[src/hcc_params.svh]
// Constants for the serial channel control register block
`ifndef HCC_PARAMS_SVH
`define HCC_PARAMS_SVH
// ********************
// Register map
// ********************
`define HCC_ADDR_CTRL      8'h00
`define HCC_ADDR_STAT      8'h04
`define HCC_ADDR_PRMB      8'h08
`define HCC_CTRL_RST       32'h00000000
`define HCC_CTRL_WMASK     32'h1FFFFFFF
`define HCC_PRMB_RST       8'h00
// ********************
// Field positions
// ********************
`define HCC_B_TRANSMITTER_ON         0
`define HCC_B_RECEIVER_ON         1
`define HCC_B_DTXEN        6
`define HCC_B_DRXEN        7
`define HCC_B_TXSTSK       14
`define HCC_B_RXSTSK       15
`define HCC_B_RXDEC        16
`define HCC_B_FLAG         17
`define HCC_B_SFLAG        18
`define HCC_B_LOOP         19
`define HCC_B_ECHO         20
`define HCC_B_ABTEXT       21
`define HCC_B_ABT          22
`define HCC_B_PRMB         23
`define HCC_B_DTR          24
`define HCC_B_DISCON       25
`define HCC_B_TX_FCS_SUPPRESS      26
`define HCC_B_RX_FCS_CHECK_OFF      27
`define HCC_B_AUTO         28
// ********************
// Line patterns and counts
// ********************
`define HCC_FLAG_BYTE      8'h7E
`define HCC_MARK_BYTE      8'hFF
`define HCC_ABT_SHORT      5'h08
`define HCC_ABT_LONG       5'h10
`define HCC_RESP_OKAY      2'h0
`define HCC_RESP_SLVERR    2'h2
`endif

[src/hcc_pkg.sv]
// Types for the serial channel control register block
package hcc_pkg;
  // Transmit line state
  typedef enum logic [2:0] {
    HCC_TX_IDLE  = 3'b000,
    HCC_TX_OPEN  = 3'b001,
    HCC_TX_DATA  = 3'b010,
    HCC_TX_FCS   = 3'b011,
    HCC_TX_CLOSE = 3'b100,
    HCC_TX_ABORT = 3'b101,
    HCC_TX_PRMB  = 3'b110
  } hcc_tx_state_t;
  // Decoded controls toward the channel datapath
  typedef struct packed {
    logic rx_dma_addr_down;
    logic rx_fcs_check_off;
    logic tx_fcs_suppress;
    logic shared_delimiter;
    logic rx_dma_on;
    logic tx_dma_on;
    logic tx_clear;
    logic rx_clear;
    logic rx_discard;
  } hcc_ctl_t;
endpackage

[src/hcc_channel_control.sv]
// Upper channel control register and line sequencing for one framing channel
// Operation
// Rx stop/skip disables Rx DMA without ownership
// Address direction selects decrement or increment
// Idle fill sends flag 7E or mark FF
// Idle pattern persists until frame data
// Shared delimiter uses one flag between frames; code still sends closing flag, one idle byte, then opening flag
// Loop-back routes Tx to Rx, ignores handshakes
// Auto-echo drives Tx pin from Rx pin
// Abort sends eight ones, clears queue, self-clears; code sends sixteen ones
// Abort extension sends sixteen ones, then mark; code sends twenty-four ones, one idle byte, then mark
// Preamble replaces idle, interrupt mode only
// Terminal-ready bit drives active-low pin
// Discard drops current frame, self-clears next cycle
// Discard never affects later frames
// Fcs suppress omits appended check sequence
// Check off skips CRC; CRC bytes stored
// Handshake inputs act only with both enables
// Auto off: CTS high forces mark idle
// Auto on: CTS high clears Tx side
// Auto on: DCD high clears Rx side
// Reserved bits read zero, writes ignored
// Tx stop/skip disables Tx DMA without ownership
//
// Added by the designer: the AXI4-Lite slave port and the register offsets.
`timescale 1ns/1ns
`include "hcc_params.svh"
module hcc_channel_control #(
  parameter int PRMB_CNT_W = 4
) (
  // Clock and reset
  input  wire logic                REF_CLK_I,
  input  wire logic                RST_N_I,
  // AXI4-Lite slave
  input  wire logic [7:0]          AWADDR_I,
  input  wire logic                AWVALID_I,
  output logic                     AWREADY_O,
  input  wire logic [31:0]         WDATA_I,
  input  wire logic [3:0]          WSTRB_I,
  input  wire logic                WVALID_I,
  output logic                     WREADY_O,
  output logic [1:0]               BRESP_O,
  output logic                     BVALID_O,
  input  wire logic                BREADY_I,
  input  wire logic [7:0]          ARADDR_I,
  input  wire logic                ARVALID_I,
  output logic                     ARREADY_O,
  output logic [31:0]              RDATA_O,
  output logic [1:0]               RRESP_O,
  output logic                     RVALID_O,
  input  wire logic                RREADY_I,
  // Channel datapath side
  input  wire logic                TX_DATA_VALID_I,
  input  wire logic [7:0]          TX_DATA_I,
  input  wire logic                TX_FRAME_END_I,
  output logic                     TX_DATA_TAKE_O,
  input  wire logic                RX_IN_FRAME_I,
  input  wire logic                TX_OWNED_I,
  input  wire logic                RX_OWNED_I,
  output hcc_pkg::hcc_ctl_t        CTL_O,
  // Serial pins
  input  wire logic                RXD_I,
  output logic                     TXD_O,
  output logic                     RX_BIT_O,
  input  wire logic                CLEAR_TO_SEND_IN_N_I,
  input  wire logic                CARRIER_DETECT_IN_N_I,
  output logic                     TERMINAL_READY_OUT_N_O
);
  initial
  begin
    if (PRMB_CNT_W < 1 || PRMB_CNT_W > 8)
      $error("PRMB_CNT_W out of range");
  end
  // ********************
  // Pin synchronisers
  // ********************
  logic [1:0] cts_sync;
  logic [1:0] dcd_sync;
  logic [1:0] rxd_sync;
  // Two flops per asynchronous input
  always_ff @(posedge REF_CLK_I)
  begin
    cts_sync <= {cts_sync[0], CLEAR_TO_SEND_IN_N_I};
    dcd_sync <= {dcd_sync[0], CARRIER_DETECT_IN_N_I};
    rxd_sync <= {rxd_sync[0], RXD_I};
  end
  // ********************
  // Registers
  // ********************
  logic [31:0]           channel_control;
  logic [7:0]            preamble_pattern;
  logic [PRMB_CNT_W-1:0] preamble_repeat_count;
  logic                  abort_done;
  logic                  discard_pend;
  wire transmitter_on = channel_control[`HCC_B_TRANSMITTER_ON];
  wire receiver_on    = channel_control[`HCC_B_RECEIVER_ON];
  wire auto_handshake = channel_control[`HCC_B_AUTO];
  wire local_loopback = channel_control[`HCC_B_LOOP];
  wire auto_echo      = channel_control[`HCC_B_ECHO];
  wire abort_request  = channel_control[`HCC_B_ABT];
  wire abort_extend   = channel_control[`HCC_B_ABTEXT];
  wire idle_fill_select = channel_control[`HCC_B_FLAG];
  wire tx_dma_mode    = channel_control[`HCC_B_DTXEN];
  // Handshakes gated by both enables and by loop-back
  wire hs_live = transmitter_on & receiver_on & ~local_loopback;
  wire cts_lost = hs_live & cts_sync[1];
  wire dcd_lost = hs_live & dcd_sync[1] & auto_handshake;
  // ********************
  // AXI4-Lite slave
  // ********************
  logic       aw_held;
  logic       w_held;
  logic [7:0] aw_addr;
  logic [31:0] w_data;
  logic [3:0]  w_strb;
  wire do_write = aw_held & w_held & ~BVALID_O;
  wire wr_ctrl  = do_write & (aw_addr == `HCC_ADDR_CTRL);
  wire wr_prmb  = do_write & (aw_addr == `HCC_ADDR_PRMB);
  wire wr_ok    = (aw_addr == `HCC_ADDR_CTRL) |
                  (aw_addr == `HCC_ADDR_PRMB) |
                  (aw_addr == `HCC_ADDR_STAT);
  wire [31:0] bmask = {{8{w_strb[3]}}, {8{w_strb[2]}},
                       {8{w_strb[1]}}, {8{w_strb[0]}}};
  wire [31:0] wmask = bmask & `HCC_CTRL_WMASK;
  wire [31:0] stat_word = {26'h0, discard_pend, abort_done,
                           RX_IN_FRAME_I, ~dcd_sync[1],
                           ~cts_sync[1], TXD_O};
  wire [31:0] prmb_word = {{(24-PRMB_CNT_W){1'b0}}, preamble_repeat_count,
                           preamble_pattern};
  wire rd_ctrl = (ARADDR_I == `HCC_ADDR_CTRL);
  wire rd_stat = (ARADDR_I == `HCC_ADDR_STAT);
  wire rd_prmb = (ARADDR_I == `HCC_ADDR_PRMB);
  wire [31:0] rd_word = rd_ctrl ? channel_control :
                        rd_stat ? stat_word :
                        rd_prmb ? prmb_word : 32'h00000000;
  // Address and data capture, write response
  always_ff @(posedge REF_CLK_I)
  begin
    if (!RST_N_I)
    begin
      aw_held  <= 1'b0;
      w_held   <= 1'b0;
      aw_addr  <= 8'h00;
      w_data   <= 32'h00000000;
      w_strb   <= 4'h0;
      BVALID_O <= 1'b0;
      BRESP_O  <= `HCC_RESP_OKAY;
    end
    else
    begin
      if (AWVALID_I && AWREADY_O)
      begin
        aw_held <= 1'b1;
        aw_addr <= AWADDR_I;
      end
      if (WVALID_I && WREADY_O)
      begin
        w_held <= 1'b1;
        w_data <= WDATA_I;
        w_strb <= WSTRB_I;
      end
      if (do_write)
      begin
        aw_held  <= 1'b0;
        w_held   <= 1'b0;
        BVALID_O <= 1'b1;
        BRESP_O  <= wr_ok ? `HCC_RESP_OKAY : `HCC_RESP_SLVERR;
      end
      else if (BREADY_I)
        BVALID_O <= 1'b0;
    end
  end
  assign AWREADY_O = ~aw_held & ~BVALID_O & RST_N_I;
  assign WREADY_O  = ~w_held & ~BVALID_O & RST_N_I;
  // Read channel
  always_ff @(posedge REF_CLK_I)
  begin
    if (!RST_N_I)
    begin
      RVALID_O  <= 1'b0;
      RDATA_O   <= 32'h00000000;
      RRESP_O   <= `HCC_RESP_OKAY;
      ARREADY_O <= 1'b0;
    end
    else
    begin
      ARREADY_O <= ~RVALID_O & ~ARREADY_O & ARVALID_I;
      if (ARVALID_I && ARREADY_O)
      begin
        RVALID_O <= 1'b1;
        RDATA_O  <= rd_word;
        RRESP_O  <= (rd_ctrl | rd_stat | rd_prmb) ?
                    `HCC_RESP_OKAY : `HCC_RESP_SLVERR;
      end
      else if (RREADY_I)
        RVALID_O <= 1'b0;
    end
  end
  // ********************
  // Control register
  // ********************
  wire [31:0] ctrl_wr = (channel_control & ~wmask) | (w_data & wmask);
  logic [31:0] next_channel_control;
  logic        abort_clear;
  // Hardware clears: abort when sent, discard after one cycle
  always_comb
  begin
    next_channel_control = wr_ctrl ? ctrl_wr : channel_control;
    if (abort_clear)
      next_channel_control[`HCC_B_ABT] = 1'b0;
    if (channel_control[`HCC_B_DISCON])
      next_channel_control[`HCC_B_DISCON] = 1'b0;
  end
  always_ff @(posedge REF_CLK_I)
  begin
    if (!RST_N_I)
      channel_control <= `HCC_CTRL_RST;
    else
      channel_control <= next_channel_control;
  end
  // Preamble register
  always_ff @(posedge REF_CLK_I)
  begin
    if (!RST_N_I)
    begin
      preamble_pattern      <= `HCC_PRMB_RST;
      preamble_repeat_count <= '0;
    end
    else if (wr_prmb)
    begin
      if (w_strb[0])
        preamble_pattern <= w_data[7:0];
      if (w_strb[1])
        preamble_repeat_count <= w_data[8 +: PRMB_CNT_W];
    end
  end
  // ********************
  // Transmit sequencer
  // ********************
  hcc_pkg::hcc_tx_state_t tx_state;
  hcc_pkg::hcc_tx_state_t next_tx_state;
  logic [7:0]             tx_shift;
  logic [7:0]             next_tx_shift;
  logic [2:0]             bit_cnt;
  logic [4:0]             ones_cnt;
  logic [PRMB_CNT_W-1:0]  prmb_left;
  logic                   mark_after_abort;
  logic                   prev_closed;
  wire byte_end = (bit_cnt == 3'h7);
  wire [4:0] abort_len = abort_extend ? `HCC_ABT_LONG : `HCC_ABT_SHORT;
  wire use_prmb = channel_control[`HCC_B_PRMB] & ~tx_dma_mode &
                  (prmb_left != '0);
  wire force_mark = cts_lost | mark_after_abort;
  wire [7:0] idle_byte = (force_mark | ~idle_fill_select) ?
                         `HCC_MARK_BYTE : `HCC_FLAG_BYTE;
  wire tx_reset = cts_lost & auto_handshake;
  assign abort_clear = (tx_state == hcc_pkg::HCC_TX_ABORT) &
                       (ones_cnt >= abort_len) & byte_end;
  // Byte-level choice of next line state
  always_comb
  begin
    next_tx_state = tx_state;
    next_tx_shift = {1'b1, tx_shift[7:1]};
    if (byte_end)
    begin
      next_tx_shift = idle_byte;
      case (tx_state)
        hcc_pkg::HCC_TX_IDLE, hcc_pkg::HCC_TX_PRMB:
        begin
          if (use_prmb && !TX_DATA_VALID_I)
          begin
            next_tx_state = hcc_pkg::HCC_TX_PRMB;
            next_tx_shift = preamble_pattern;
          end
          else if (TX_DATA_VALID_I && !force_mark && transmitter_on)
          begin
            // Shared delimiter skips the opening state but still loads the flag byte
            next_tx_state = (prev_closed &&
                             channel_control[`HCC_B_SFLAG]) ?
                            hcc_pkg::HCC_TX_DATA :
                            hcc_pkg::HCC_TX_OPEN;
            next_tx_shift = `HCC_FLAG_BYTE;
          end
          else
            next_tx_state = hcc_pkg::HCC_TX_IDLE;
        end
        hcc_pkg::HCC_TX_OPEN, hcc_pkg::HCC_TX_DATA:
        begin
          next_tx_state = TX_FRAME_END_I ?
            (channel_control[`HCC_B_TX_FCS_SUPPRESS] ?
             hcc_pkg::HCC_TX_CLOSE : hcc_pkg::HCC_TX_FCS) :
            hcc_pkg::HCC_TX_DATA;
          next_tx_shift = TX_DATA_I;
        end
        hcc_pkg::HCC_TX_FCS:
        begin
          next_tx_state = hcc_pkg::HCC_TX_CLOSE;
          next_tx_shift = `HCC_FLAG_BYTE;
        end
        hcc_pkg::HCC_TX_CLOSE:
          next_tx_state = hcc_pkg::HCC_TX_IDLE;
        hcc_pkg::HCC_TX_ABORT:
          next_tx_state = abort_clear ? hcc_pkg::HCC_TX_IDLE :
                                        hcc_pkg::HCC_TX_ABORT;
        default:
          next_tx_state = hcc_pkg::HCC_TX_IDLE;
      endcase
      if (abort_request && !abort_clear)
      begin
        next_tx_state = hcc_pkg::HCC_TX_ABORT;
        next_tx_shift = `HCC_MARK_BYTE;
      end
    end
  end
  // Bit shifting, abort counting, preamble repeats
  always_ff @(posedge REF_CLK_I)
  begin
    if (!RST_N_I || tx_reset)
    begin
      tx_state         <= hcc_pkg::HCC_TX_IDLE;
      tx_shift         <= `HCC_MARK_BYTE;
      bit_cnt          <= 3'h0;
      ones_cnt         <= 5'h00;
      mark_after_abort <= 1'b0;
      prev_closed      <= 1'b0;
      prmb_left        <= '0;
      abort_done       <= 1'b0;
    end
    else
    begin
      tx_state <= next_tx_state;
      tx_shift <= next_tx_shift;
      bit_cnt  <= bit_cnt + 3'h1;
      if (tx_state == hcc_pkg::HCC_TX_ABORT && ones_cnt != 5'h1F)
        ones_cnt <= ones_cnt + 5'h01;
      else if (tx_state != hcc_pkg::HCC_TX_ABORT)
        ones_cnt <= 5'h00;
      if (abort_clear)
        mark_after_abort <= abort_extend;
      else if (TX_DATA_VALID_I && tx_state == hcc_pkg::HCC_TX_IDLE)
        mark_after_abort <= 1'b0;
      abort_done <= abort_done | abort_clear;
      if (byte_end)
        prev_closed <= (tx_state == hcc_pkg::HCC_TX_CLOSE) &
                       TX_DATA_VALID_I;
      if (wr_prmb)
        prmb_left <= w_data[8 +: PRMB_CNT_W];
      else if (byte_end && next_tx_state == hcc_pkg::HCC_TX_PRMB)
        prmb_left <= prmb_left - 1'b1;
    end
  end
  // ********************
  // Pin and control outputs
  // ********************
  wire line_bit = tx_shift[0];
  wire take = byte_end & (next_tx_state == hcc_pkg::HCC_TX_DATA ||
              next_tx_state == hcc_pkg::HCC_TX_OPEN) & TX_DATA_VALID_I;
  // Registered pin and datapath controls
  always_ff @(posedge REF_CLK_I)
  begin
    if (!RST_N_I)
    begin
      TXD_O                  <= 1'b1;
      RX_BIT_O               <= 1'b1;
      TX_DATA_TAKE_O         <= 1'b0;
      TERMINAL_READY_OUT_N_O <= 1'b1;
      CTL_O                  <= '0;
      discard_pend           <= 1'b0;
    end
    else
    begin
      TXD_O    <= auto_echo ? rxd_sync[1] : line_bit;
      RX_BIT_O <= local_loopback ? line_bit : rxd_sync[1];
      TX_DATA_TAKE_O <= take;
      TERMINAL_READY_OUT_N_O <= ~channel_control[`HCC_B_DTR];
      CTL_O.rx_dma_addr_down <= channel_control[`HCC_B_RXDEC];
      CTL_O.rx_fcs_check_off <= channel_control[`HCC_B_RX_FCS_CHECK_OFF];
      CTL_O.tx_fcs_suppress  <= channel_control[`HCC_B_TX_FCS_SUPPRESS];
      CTL_O.shared_delimiter <= channel_control[`HCC_B_SFLAG];
      CTL_O.tx_dma_on <= tx_dma_mode &
        ~(channel_control[`HCC_B_TXSTSK] & ~TX_OWNED_I);
      CTL_O.rx_dma_on <= channel_control[`HCC_B_DRXEN] &
        ~(channel_control[`HCC_B_RXSTSK] & ~RX_OWNED_I);
      CTL_O.tx_clear <= abort_request | tx_reset;
      CTL_O.rx_clear <= dcd_lost;
      // One-shot discard bound to the frame in progress
      CTL_O.rx_discard <= channel_control[`HCC_B_DISCON] &
                          RX_IN_FRAME_I;
      discard_pend <= channel_control[`HCC_B_DISCON];
    end
  end
  // ********************
  // Assertions
  // ********************
  property p_dtr;
    @(posedge REF_CLK_I) disable iff (!RST_N_I)
      ##1 $past(RST_N_I) |->
      TERMINAL_READY_OUT_N_O == !$past(channel_control[`HCC_B_DTR]);
  endproperty
  a_dtr: assert property (p_dtr) else $error("dtr pin wrong");
  property p_discon_clear;
    @(posedge REF_CLK_I) disable iff (!RST_N_I)
      channel_control[`HCC_B_DISCON] |=> !channel_control[`HCC_B_DISCON];
  endproperty
  a_discon_clear: assert property (p_discon_clear)
    else $error("discard not cleared");
  property p_reserved;
    @(posedge REF_CLK_I) disable iff (!RST_N_I) channel_control[31:29] == 3'h0;
  endproperty
  a_reserved: assert property (p_reserved)
    else $error("reserved bits set");
  property p_rxdma;
    @(posedge REF_CLK_I) disable iff (!RST_N_I)
      channel_control[`HCC_B_RXSTSK] && !RX_OWNED_I |=> !CTL_O.rx_dma_on;
  endproperty
  a_rxdma: assert property (p_rxdma) else $error("rx dma on");
  property p_txdma;
    @(posedge REF_CLK_I) disable iff (!RST_N_I)
      channel_control[`HCC_B_TXSTSK] && !TX_OWNED_I |=> !CTL_O.tx_dma_on;
  endproperty
  a_txdma: assert property (p_txdma) else $error("tx dma on");
  property p_abort_ones;
    @(posedge REF_CLK_I) disable iff (!RST_N_I || tx_reset)
      abort_clear |-> ones_cnt >= 5'h07;
  endproperty
  a_abort_ones: assert property (p_abort_ones)
    else $error("abort too short");
  property p_loop;
    @(posedge REF_CLK_I) disable iff (!RST_N_I)
      local_loopback |=> RX_BIT_O == $past(line_bit);
  endproperty
  a_loop: assert property (p_loop) else $error("loop path wrong");
  property p_dcd;
    @(posedge REF_CLK_I) disable iff (!RST_N_I)
      !hs_live |=> !CTL_O.rx_clear;
  endproperty
  a_dcd: assert property (p_dcd) else $error("handshake acted");
  c_abort: cover property (@(posedge REF_CLK_I) abort_clear);
  c_prmb: cover property (@(posedge REF_CLK_I)
    tx_state == hcc_pkg::HCC_TX_PRMB);
  c_frame: cover property (@(posedge REF_CLK_I)
    tx_state == hcc_pkg::HCC_TX_CLOSE);
endmodule

[config.mk]
export PLATFORM = sky130hd
export DESIGN_NAME = hcc_channel_control
export DESIGN_NICKNAME = d
export VERILOG_FILES = /design/src/hcc_pkg.sv /design/src/hcc_channel_control.sv
export VERILOG_INCLUDE_DIRS = /design/src
export SDC_FILE = /design/constraint.sdc
export NUM_CORES = 1
export LEC_CHECK = 0
export BUFFER_PORTS_ARGS = -buffer_cell sky130_fd_sc_hd__buf_4
export CORE_ASPECT_RATIO = 1.5
export CORE_MARGIN = 1.5
export CORE_UTILIZATION = 30
export CTS_BUF_LIST = sky130_fd_sc_hd__clkbuf_8
export CTS_CLUSTER_SIZE = 40
export DETAILED_ROUTE_END_ITERATION = 16
export PLACE_DENSITY = 0.57
export SLEW_MARGIN = 20
export SYNTH_ARGS = -nofsm -noshare
export SYNTH_HDL_FRONTEND = slang
export SYNTH_SLANG_ARGS = --single-unit
[constraint.sdc]
create_clock -name REF_CLK_I -period 3.7 [get_ports REF_CLK_I]
set_input_delay 0.74 -clock REF_CLK_I [delete_from_list [all_inputs] [get_ports REF_CLK_I]]
set_output_delay 0.74 -clock REF_CLK_I [all_outputs]
set_load 0.005 [all_outputs]
==> results.toml, run 1 <==
[status]
status = "finished, final reports clean"

[setup_path]
worstPathRequired_ns = 2.96
crit_type = "in -> out"
endpoint_kind = "primary output"
start_kind = "input pin"
critPathMaxFanout = 64
critPathArrivalTime_ns = 1.72

[power]
ir_drop_mv = 0.213
power_switching_uw = 907
leakagePower_uw = 0.00309
powerDensity_nw_per_um2 = 407
switching_share_pct = 26.8
combPwrFrac_pct = 6.3
p_total_uw = 3380
p_clk_share_pct = 39.5
seq_power_share_pct = 54.2
internal_power_uw = 2470

[sta]
finalSetupViolations = 0
clock_skew_ns = 0.0217
period_needed_ns = 2.46
maxSlewHeadroom_pct = 39.6
timing.hold.ws_ns = 0.333
final-hold-violation-count = 0
setup_tns_ns = 0
post-route-period-util_pct = 66.6
worstMarginPinSlew_ns = 0.906
drv_slew = 0
rsz0062_at_grt = "false"
max_freq_mhz = 406

[yosys]
synth-seq-cells = 164
async_reset_ff_share_pct = 0
synth_compound_area_share_pct = 19.0
synthSimpleGateAreaFrac_pct = 24.8
seq_area_frac_synth_pct = 48.0
synthesis.instances = 797
synth_ff_type = "dfxtp_1"
synth_top_family_by_area = "simple AND/OR/NAND/NOR gates"
yosysTopAreaCellShare_pct = 48.0
yosys_warnings = 0
synth-edff-count = 0
synth_area_um2 = 6840
syn_area_per_cell_um2 = 8.58
synth_fa_ha_area_share_pct = 1.46
synth_area_leader_cell = "dfxtp_1"
ys_top_cells_by_area = "dfxtp_1 48%, a21boi_0 11%, nand2_1 10%"
synth_cell_types = 55
synth_xor_area_share_pct = 0.897
synthMuxAreaShare_pct = 1.32

[finish]
final_nets = 977
diodes = 0
fin_area_um2 = 8310
seqCellArea_um2 = 3280
areaGrowthSynthToFinish_pct = 21.5
multi_input_area_um2 = 3270
n_fill_cell = 2347
drive_gt1_share_pct = 19.2
utilization_pct = 37.1

[clock_network]
cts_max_path_buffers = 2
post_cts_buffers = 0
h-tree-depth = 4
clock_latency_ns = 0.47
cts_buffers = 17
cts_resized = 0
cts_root_buffer = "clkbuf_8"
hold_buffers = 0
cts.sinks = 164
clkSlewWorstSetupHoldPaths_ns = 0.09
cts_tree = "built"

[route]
via_per_inst = 4.77
wl_per_cell_um = 15.3
antenna_left = 0
drc = 0
wl_um = 18100
drtIter0Drc = 341
dr_total_vias = 5648
first_pass_iters = 4

[place]
place_area_um2 = 7910
dp_hpwl_um = 13200
portBuffers = 120
gp_congestion = 0.801

[floorplan]
die_w_um = 126
initial_core_util_pct = 30.5
die_h_um = 188
io_pins = 129
core_region_area_um2 = 22400
die-area_um2 = 23700
fp-row-count = 67

[grt]
grt_max_degree = 74
grt_pass1_wl_um = 28800
track_usage_pct = 15.6
antenna_found_initial = 0
grt_pass1_vias = 5312
grt_overflow_total = 0

[flow_run]
drv_cap = 0

[worst_hold_path]
hold_class = "reg -> reg"
## power by group through the flow
stage	Clock [uW]	Combinational [uW]	Sequential (uW)
2_1_floorplan	0	120	1860
3_3_place_gp	0	214	1870
3_5_place_dp	0	216	1870
4_1_cts	1370	217	1830
5_1_grt	1450	238	1840
6_report	1330	212	1830
## layout make-up
type / instances / area share (%)
sequential: 164 / 39.5
multi-input combinational: 570 / 39.4
timing repair buffer: 129 / 11.7
tap: 276 / 4.16
clock buffer: 17 / 2.82
clock inverter: 15 / 1.94
inverter: 12 / 0.542
## placed cells by master, fill, tap and decap left out, types with 3 or more instances in the layout
cell and n:
dfxtp_1 164, clkinvlp_4 3, a211oi_1 8, nand3_1 64
nor4_1 3, nor3b_1 7, o21ai_0 23, a21boi_1 3
mux2i_1 9, clkbuf_8 17, a21oi_1 20, buf_4 129
nor2b_1 11, inv_8 7, nand2_1 186, xor2_1 3
a22oi_1 6, inv_1 13, and3_1 7, and2_1 13
conb_1 5, nor2_1 42, nand4_1 4, ha_1 8
xnor2_1 4, nand2b_1 8, a21boi_0 97, a221oi_1 6
nor3_1 4
## Yosys cell counts, drive strengths merged (6+ instances only)
library cell and number:
nor2 43, mux2i 9, clkbuf 34, nor3b 7, a221oi 6, a22oi 7, nor2b 12, nand2b 8
and3 7, a21boi 100, nand3 64, nand2 186, buf 21, a211oi 9, and2 13, o21ai 23
a21oi 21, ha 8, inv 12, dfxtp 164, nor3 6
## worst paths after layout
check | start | end | slack [ns] | cells past startpoint
setup / recovery | RST_N_I | WREADY_O | 1.24 | 4
hold / removal | rxd_sync[0]$_DFF_P_ | rxd_sync[1]$_DFF_P_ | 0.33 | 0
setup reg to reg | flop | prmb_left[0]$_SDFFE_PP0P_ | 1.33 | 9
hold reg to reg | rxd_sync[0]$_DFF_P_ | rxd_sync[1]$_DFF_P_ | 0.33 | 0
## layer usage
| metal | vias up | global-route usage [%] | wire (um) |
|---|---|---|---|
| met3 | 23 | 2.60 | 794 |
| met1 | 2597 | 19.3 | 7920 |
| li1 | 2912 | - | - |
| met4 | 0 | 6.50 | 366 |
| met2 | 116 | 26.7 | 9020 |
| met5 | - | 0 | 0 |
## worst max-delay path, stage by stage
cell	delay (ns)
buf_4	0.43
nand2b_1	0.15
nor2_1	0.22
buf_4	0.15
## metrics by stage
step | setup WS (ns) | std cells
2_1_floorplan | 1.55 | 801
3_3_place_gp | 1.22 | 1151
3_5_place_dp | 1.20 | 1151
4_1_cts | 1.21 | 1183
5_1_grt | 1.11 | 1183
6_report | 1.24 | 1183
## cells by family (layout without fill, tap and decap cells)
family | Yosys count | after routing
flops | 164 | 164
other cells | 1 | 5
buf+inv | 67 | 173
fa+ha+maj | 8 | 8
xor+xnor | 7 | 7
simple gates | 364 | 364
compound gates | 177 | 177
mux | 9 | 9
No activity file was read; power rests on OpenSTA's default activity.
==> run 2, diff against run 1 <==
==> constraint.sdc (replaced) <==
create_clock -name REF_CLK_I -period 2.3 [get_ports REF_CLK_I]
set_input_delay 0.46 -clock REF_CLK_I [delete_from_list [all_inputs] [get_ports REF_CLK_I]]
set_output_delay 0.46 -clock REF_CLK_I [all_outputs]
set_load 0.005 [all_outputs]
==> results.toml, run 2 (same netlist as run 1, synthesis figures left out) <==
[place]
dpl.cell_count = 1177
dp_hpwl_um = 14100
portBuffers = 120
gp_congestion = 0.831

[route]
wl_um = 18600
dr_total_vias = 5754
via_per_inst = 4.75
first_pass_iters = 4
antenna_left = 0
wl_per_cell_um = 15.4
drc = 0
drtIter0Drc = 313

[clock_network]
cts_root_buffer = "clkbuf_8"
cts_tree = "built"
cts.sinks = 164
cts_max_path_buffers = 2
clkSlewWorstSetupHoldPaths_ns = 0.09
clock_latency_ns = 0.47
h-tree-depth = 4
cts_buffers = 17

[finish]
final_common_cell = "nand2_1"
final_cells = 1212
layout_common_cells = "186 x nand2_1, 164 x dfxtp_1, 156 x buf_4"
final_nets = 1006
diodes = 0
areaGrowthSynthToFinish_pct = 25.4
drive_gt1_share_pct = 21.9

[floorplan]
core_region_area_um2 = 22400
initial_core_util_pct = 30.5
die_h_um = 188
die_w_um = 126
die-area_um2 = 23700
io_pins = 129
fp-row-count = 67

[setup_path]
slowest_stage = "or4b_4"
slowest_delay_ns = 0.55
crit_type = "reg -> reg"
rrSetupSlack_ns = 0.14
cp_top_family = "simple AND/OR/NAND/NOR gates"
critPathArrivalTime_ns = 2.54
endpoint_kind = "flop"
cp.buffers_inverters = 1
critPathMaxFanout = 10
worstPathRequired_ns = 2.68
start_kind = "flop"
cp_cell_sequence = "inv_1, ha_1, nor3b_1, or4b_4, o22ai_4, nand3_2, xnor2_1, a211oi_1"

[grt]
track_usage_pct = 16.0
antenna_found_initial = 0
grt_pass1_wl_um = 29400
grt_pass1_vias = 5593
grt_max_degree = 88
grt_overflow_total = 0

[sta]
rsz0062_at_grt = "true"
drv_slew = 0
setup_tns_ns = 0
period_needed_ns = 2.16
final-hold-violation-count = 0
finalSetupViolations = 0
max_freq_mhz = 462
clock_skew_ns = 0.0158
post-route-period-util_pct = 94.1

[power]
ir_drop_mv = 0.351
powerDensity_nw_per_um2 = 637
p_total_uw = 5460
leakagePower_uw = 0.00325

[flow_run]
drv_cap = 0

[status]
status = "finished, final reports clean"

[worst_hold_path]
hold_class = "in -> reg"
## run 2: changes by cell type in the layout (fill, tap and decap cells not counted)
cell / previous run / this run
nand3_1: 64 / 63
inv_6: 2 / 3
bufinv_16: 1 / 2
buf_4: 129 / 156
clkinv_8: 0 / 1
nor4_2: 0 / 1
clkinvlp_4: 3 / 2
inv_8: 7 / 2
buf_12: 0 / 2
clkinv_4: 1 / 3
nor4_1: 3 / 2
nand3_2: 0 / 1
clkinv_2: 0 / 1
## run 2: layout make-up
cell class                      count  area (um^2)
Sequential cell                   164         3280
Timing Repair Buffer              158         1210
Tap cell                          276          345
Clock buffer                       17          234
Multi-Input combinational cell    570         3280
Clock inverter                     15          175
Fill cell                        2326        13800
Inverter                           12         45.0
## run 2: path summary, 6_finish.rpt
kind / startpoint / to / cells past startpoint
worst min register to register: cts_sync[0]$_DFF_P_ / cts_sync[1]$_DFF_P_ / 0
worst max-delay path: prmb_left[0]$_SDFFE_PP0P_ / prmb_left[0]$_SDFFE_PP0P_ / 8
worst max register to register: prmb_left[0]$_SDFFE_PP0P_ / prmb_left[0]$_SDFFE_PP0P_ / 8
worst min-delay path: CARRIER_DETECT_IN_N_I / dcd_sync[0]$_DFF_P_ / 1
## run 2: per-layer routing
metal | up-vias | wire length, um | track usage, % | share of wire (%)
met5 | - | 0 | 0 | 0
met4 | 0 | 521 | 7.25 | 2.8
met3 | 23 | 613 | 3.45 | 3.3
met2 | 122 | 9400 | 27.9 | 50
met1 | 2650 | 8110 | 18.7 | 43
li1 | 2959 | - | - | -
## run 2: what timing repair did
item,CTS,global route
setup buffers,0,3
gates resized for setup,0,2
hold buffers,0,0
setup endpoints to repair,0,3
hold endpoints to repair,0,0
## run 2: power by group
| group | internal, uW | switching, uW |
|---|---|---|
| Combinational | 187 | 187 |
| Sequential | 2890 | 44.1 |
| Clock | 995 | 1150 |
## run 2: stage by stage
stage	instance area (um^2)	hold WS (ns)	util (%)	worst slack [ns]
6_report	8580	0.0895	38.3	0.136
5_1_grt	8580	0.0522	38.3	-0.0100
4_1_cts	8540	0.0591	38.2	0.0173
3_5_place_dp	8130	0.314	36.3	0.0487
3_3_place_gp	8130	0.312	36.3	0.117
2_1_floorplan	6850	0.310	-	0.223
==> run 3, diff against run 2 <==
--- a/config.mk
+++ b/config.mk
@@ -14,6 +14,7 @@
 export CTS_CLUSTER_SIZE = 40
 export DETAILED_ROUTE_END_ITERATION = 16
 export PLACE_DENSITY = 0.57
+export REMOVE_ABC_BUFFERS = 1
 export SLEW_MARGIN = 20
 export SYNTH_ARGS = -nofsm -noshare
 export SYNTH_HDL_FRONTEND = slang
==> results.toml, run 3 (same netlist as run 1, synthesis figures left out) <==
[finish]
final_cells = 1203
layout_common_cells = "186 x nand2_1, 163 x dfxtp_1, 145 x buf_4"
drive_gt1_share_pct = 21.1
diodes = 0
fin_area_um2 = 8580
final_common_cell = "nand2_1"
final_nets = 997
areaGrowthSynthToFinish_pct = 25.5

[sta]
max_freq_mhz = 456
timing.hold.ws_ns = 0.108
rsz0062_at_grt = "true"
worstMarginPinSlew_ns = 0.811
drv_slew = 0
setup_ws_ns = 0.105
clock_skew_ns = 0.00910
setup_tns_ns = 0
finalSetupViolations = 0
final-hold-violation-count = 0
post-route-period-util_pct = 95.4
period_needed_ns = 2.20
maxSlewHeadroom_pct = 45.9

[clock_network]
cts_buffers = 17
cts.sinks = 164
clkSlewWorstSetupHoldPaths_ns = 0.09
cts_resized = 0
cts_max_path_buffers = 2
cts_root_buffer = "clkbuf_8"
clock_latency_ns = 0.45
post_cts_buffers = 0
cts_tree = "built"
h-tree-depth = 4
hold_buffers = 0

[power]
leakagePower_uw = 0.00324
ir_drop_mv = 0.341
powerDensity_nw_per_um2 = 664

[grt]
grt_pass1_wl_um = 29200
antenna_found_initial = 0
grt_overflow_total = 0
track_usage_pct = 15.8
grt_max_degree = 95
grt_pass1_vias = 5644

[route]
wl_um = 18300
antenna_left = 0
first_pass_iters = 4
wl_per_cell_um = 15.2
drc = 0
via_per_inst = 4.78
drtIter0Drc = 263
dr_total_vias = 5745

[place]
preCtsSetupSlack_ns = 0.0665
dpl.cell_count = 1171
gp_congestion = 0.865
place_area_um2 = 8110
portBuffers = 120
dp_hpwl_um = 13300

[setup_path]
crit_type = "reg -> reg"
critPathMaxFanout = 10
worstPathRequired_ns = 2.67
endpoint_kind = "flop"
start_kind = "flop"
critPathArrivalTime_ns = 2.56

[floorplan]
core_region_area_um2 = 22400
io_pins = 129
die_w_um = 126
fp-row-count = 67
initial_core_util_pct = 30.5
die-area_um2 = 23700
die_h_um = 188

[flow_run]
drv_cap = 0

[worst_hold_path]
hold_class = "in -> reg"

[status]
status = "finished, final reports clean"
==> run 3: cell count changes in the layout (fill, tap and decap cells not counted), moves of 2 or more <==
cell	delta
inv_8	-2
buf_12	+2
inv_6	-3
bufinv_16	+3
buf_4	-11
clkinv_2	+2
==> run 3: worst paths after layout <==
path / startpoint / slack (ns) / endpoint / cells after the start
hold / removal: CLEAR_TO_SEND_IN_N_I / 0.11 / cts_sync[0]$_DFF_P_ / 1
setup reg to reg: prmb_left[0]$_SDFFE_PP0P_ / 0.10 / prmb_left[0]$_SDFFE_PP0P_ / 8
setup / recovery: prmb_left[0]$_SDFFE_PP0P_ / 0.10 / prmb_left[0]$_SDFFE_PP0P_ / 8
hold reg to reg: rxd_sync[0]$_DFF_P_ / 0.33 / rxd_sync[1]$_DFF_P_ / 0
==> run 3: metal layers <==
metal / GRT usage [%] / part of all wire, % / vias to the layer above / routed length, um
li1: - / - / 2935 / -
met1: 17.0 / 40 / 2699 / 7350
met2: 29.3 / 53 / 91 / 9790
met3: 3.17 / 3.2 / 20 / 595
met4: 7.69 / 3.2 / 0 / 587
met5: 0 / 0 / - / 0
==> run 3: final cells by class <==
cell class | count | area, um^2
clock buffer | 18 | 248
clock inverter | 14 | 210
fill | 2306 | 13800
inverter | 12 | 45.0
multi-input combinational | 570 | 3280
sequential | 164 | 3280
tap | 276 | 345
timing repair buffer | 149 | 1170
==> run 3: where the power goes <==
part | internal [uW] | total [uW] | leakage [uW] | switching [uW]
Combinational | 186 | 378 | 0.00168 | 192
Clock | 1320 | 2380 | 0.000230 | 1070
Sequential | 2890 | 2930 | 0.00133 | 39.6
Total | 4400 | 5690 | 0.00324 | 1300
==> run 3: worst max-delay path: stages, from the launching register on <==
cell	delay [ns]
dfxtp_1	0.34
inv_1	0.06
ha_1	0.20
nor3b_1	0.16
or4b_4	0.57
o22ai_4	0.24
nand3_1	0.17
xnor2_1	0.16
a211oi_1	0.21
==> run 3: through the flow <==
| stage | total power, uW | util [%] |
|---|---|---|
| global route | 5920 | 38.3 |
| CTS | 5760 | 38.3 |
| detailed placement | 3390 | 36.2 |
| global placement | 3380 | 36.2 |
| floorplan | 3140 | - |
| finish | 5690 | 38.3 |
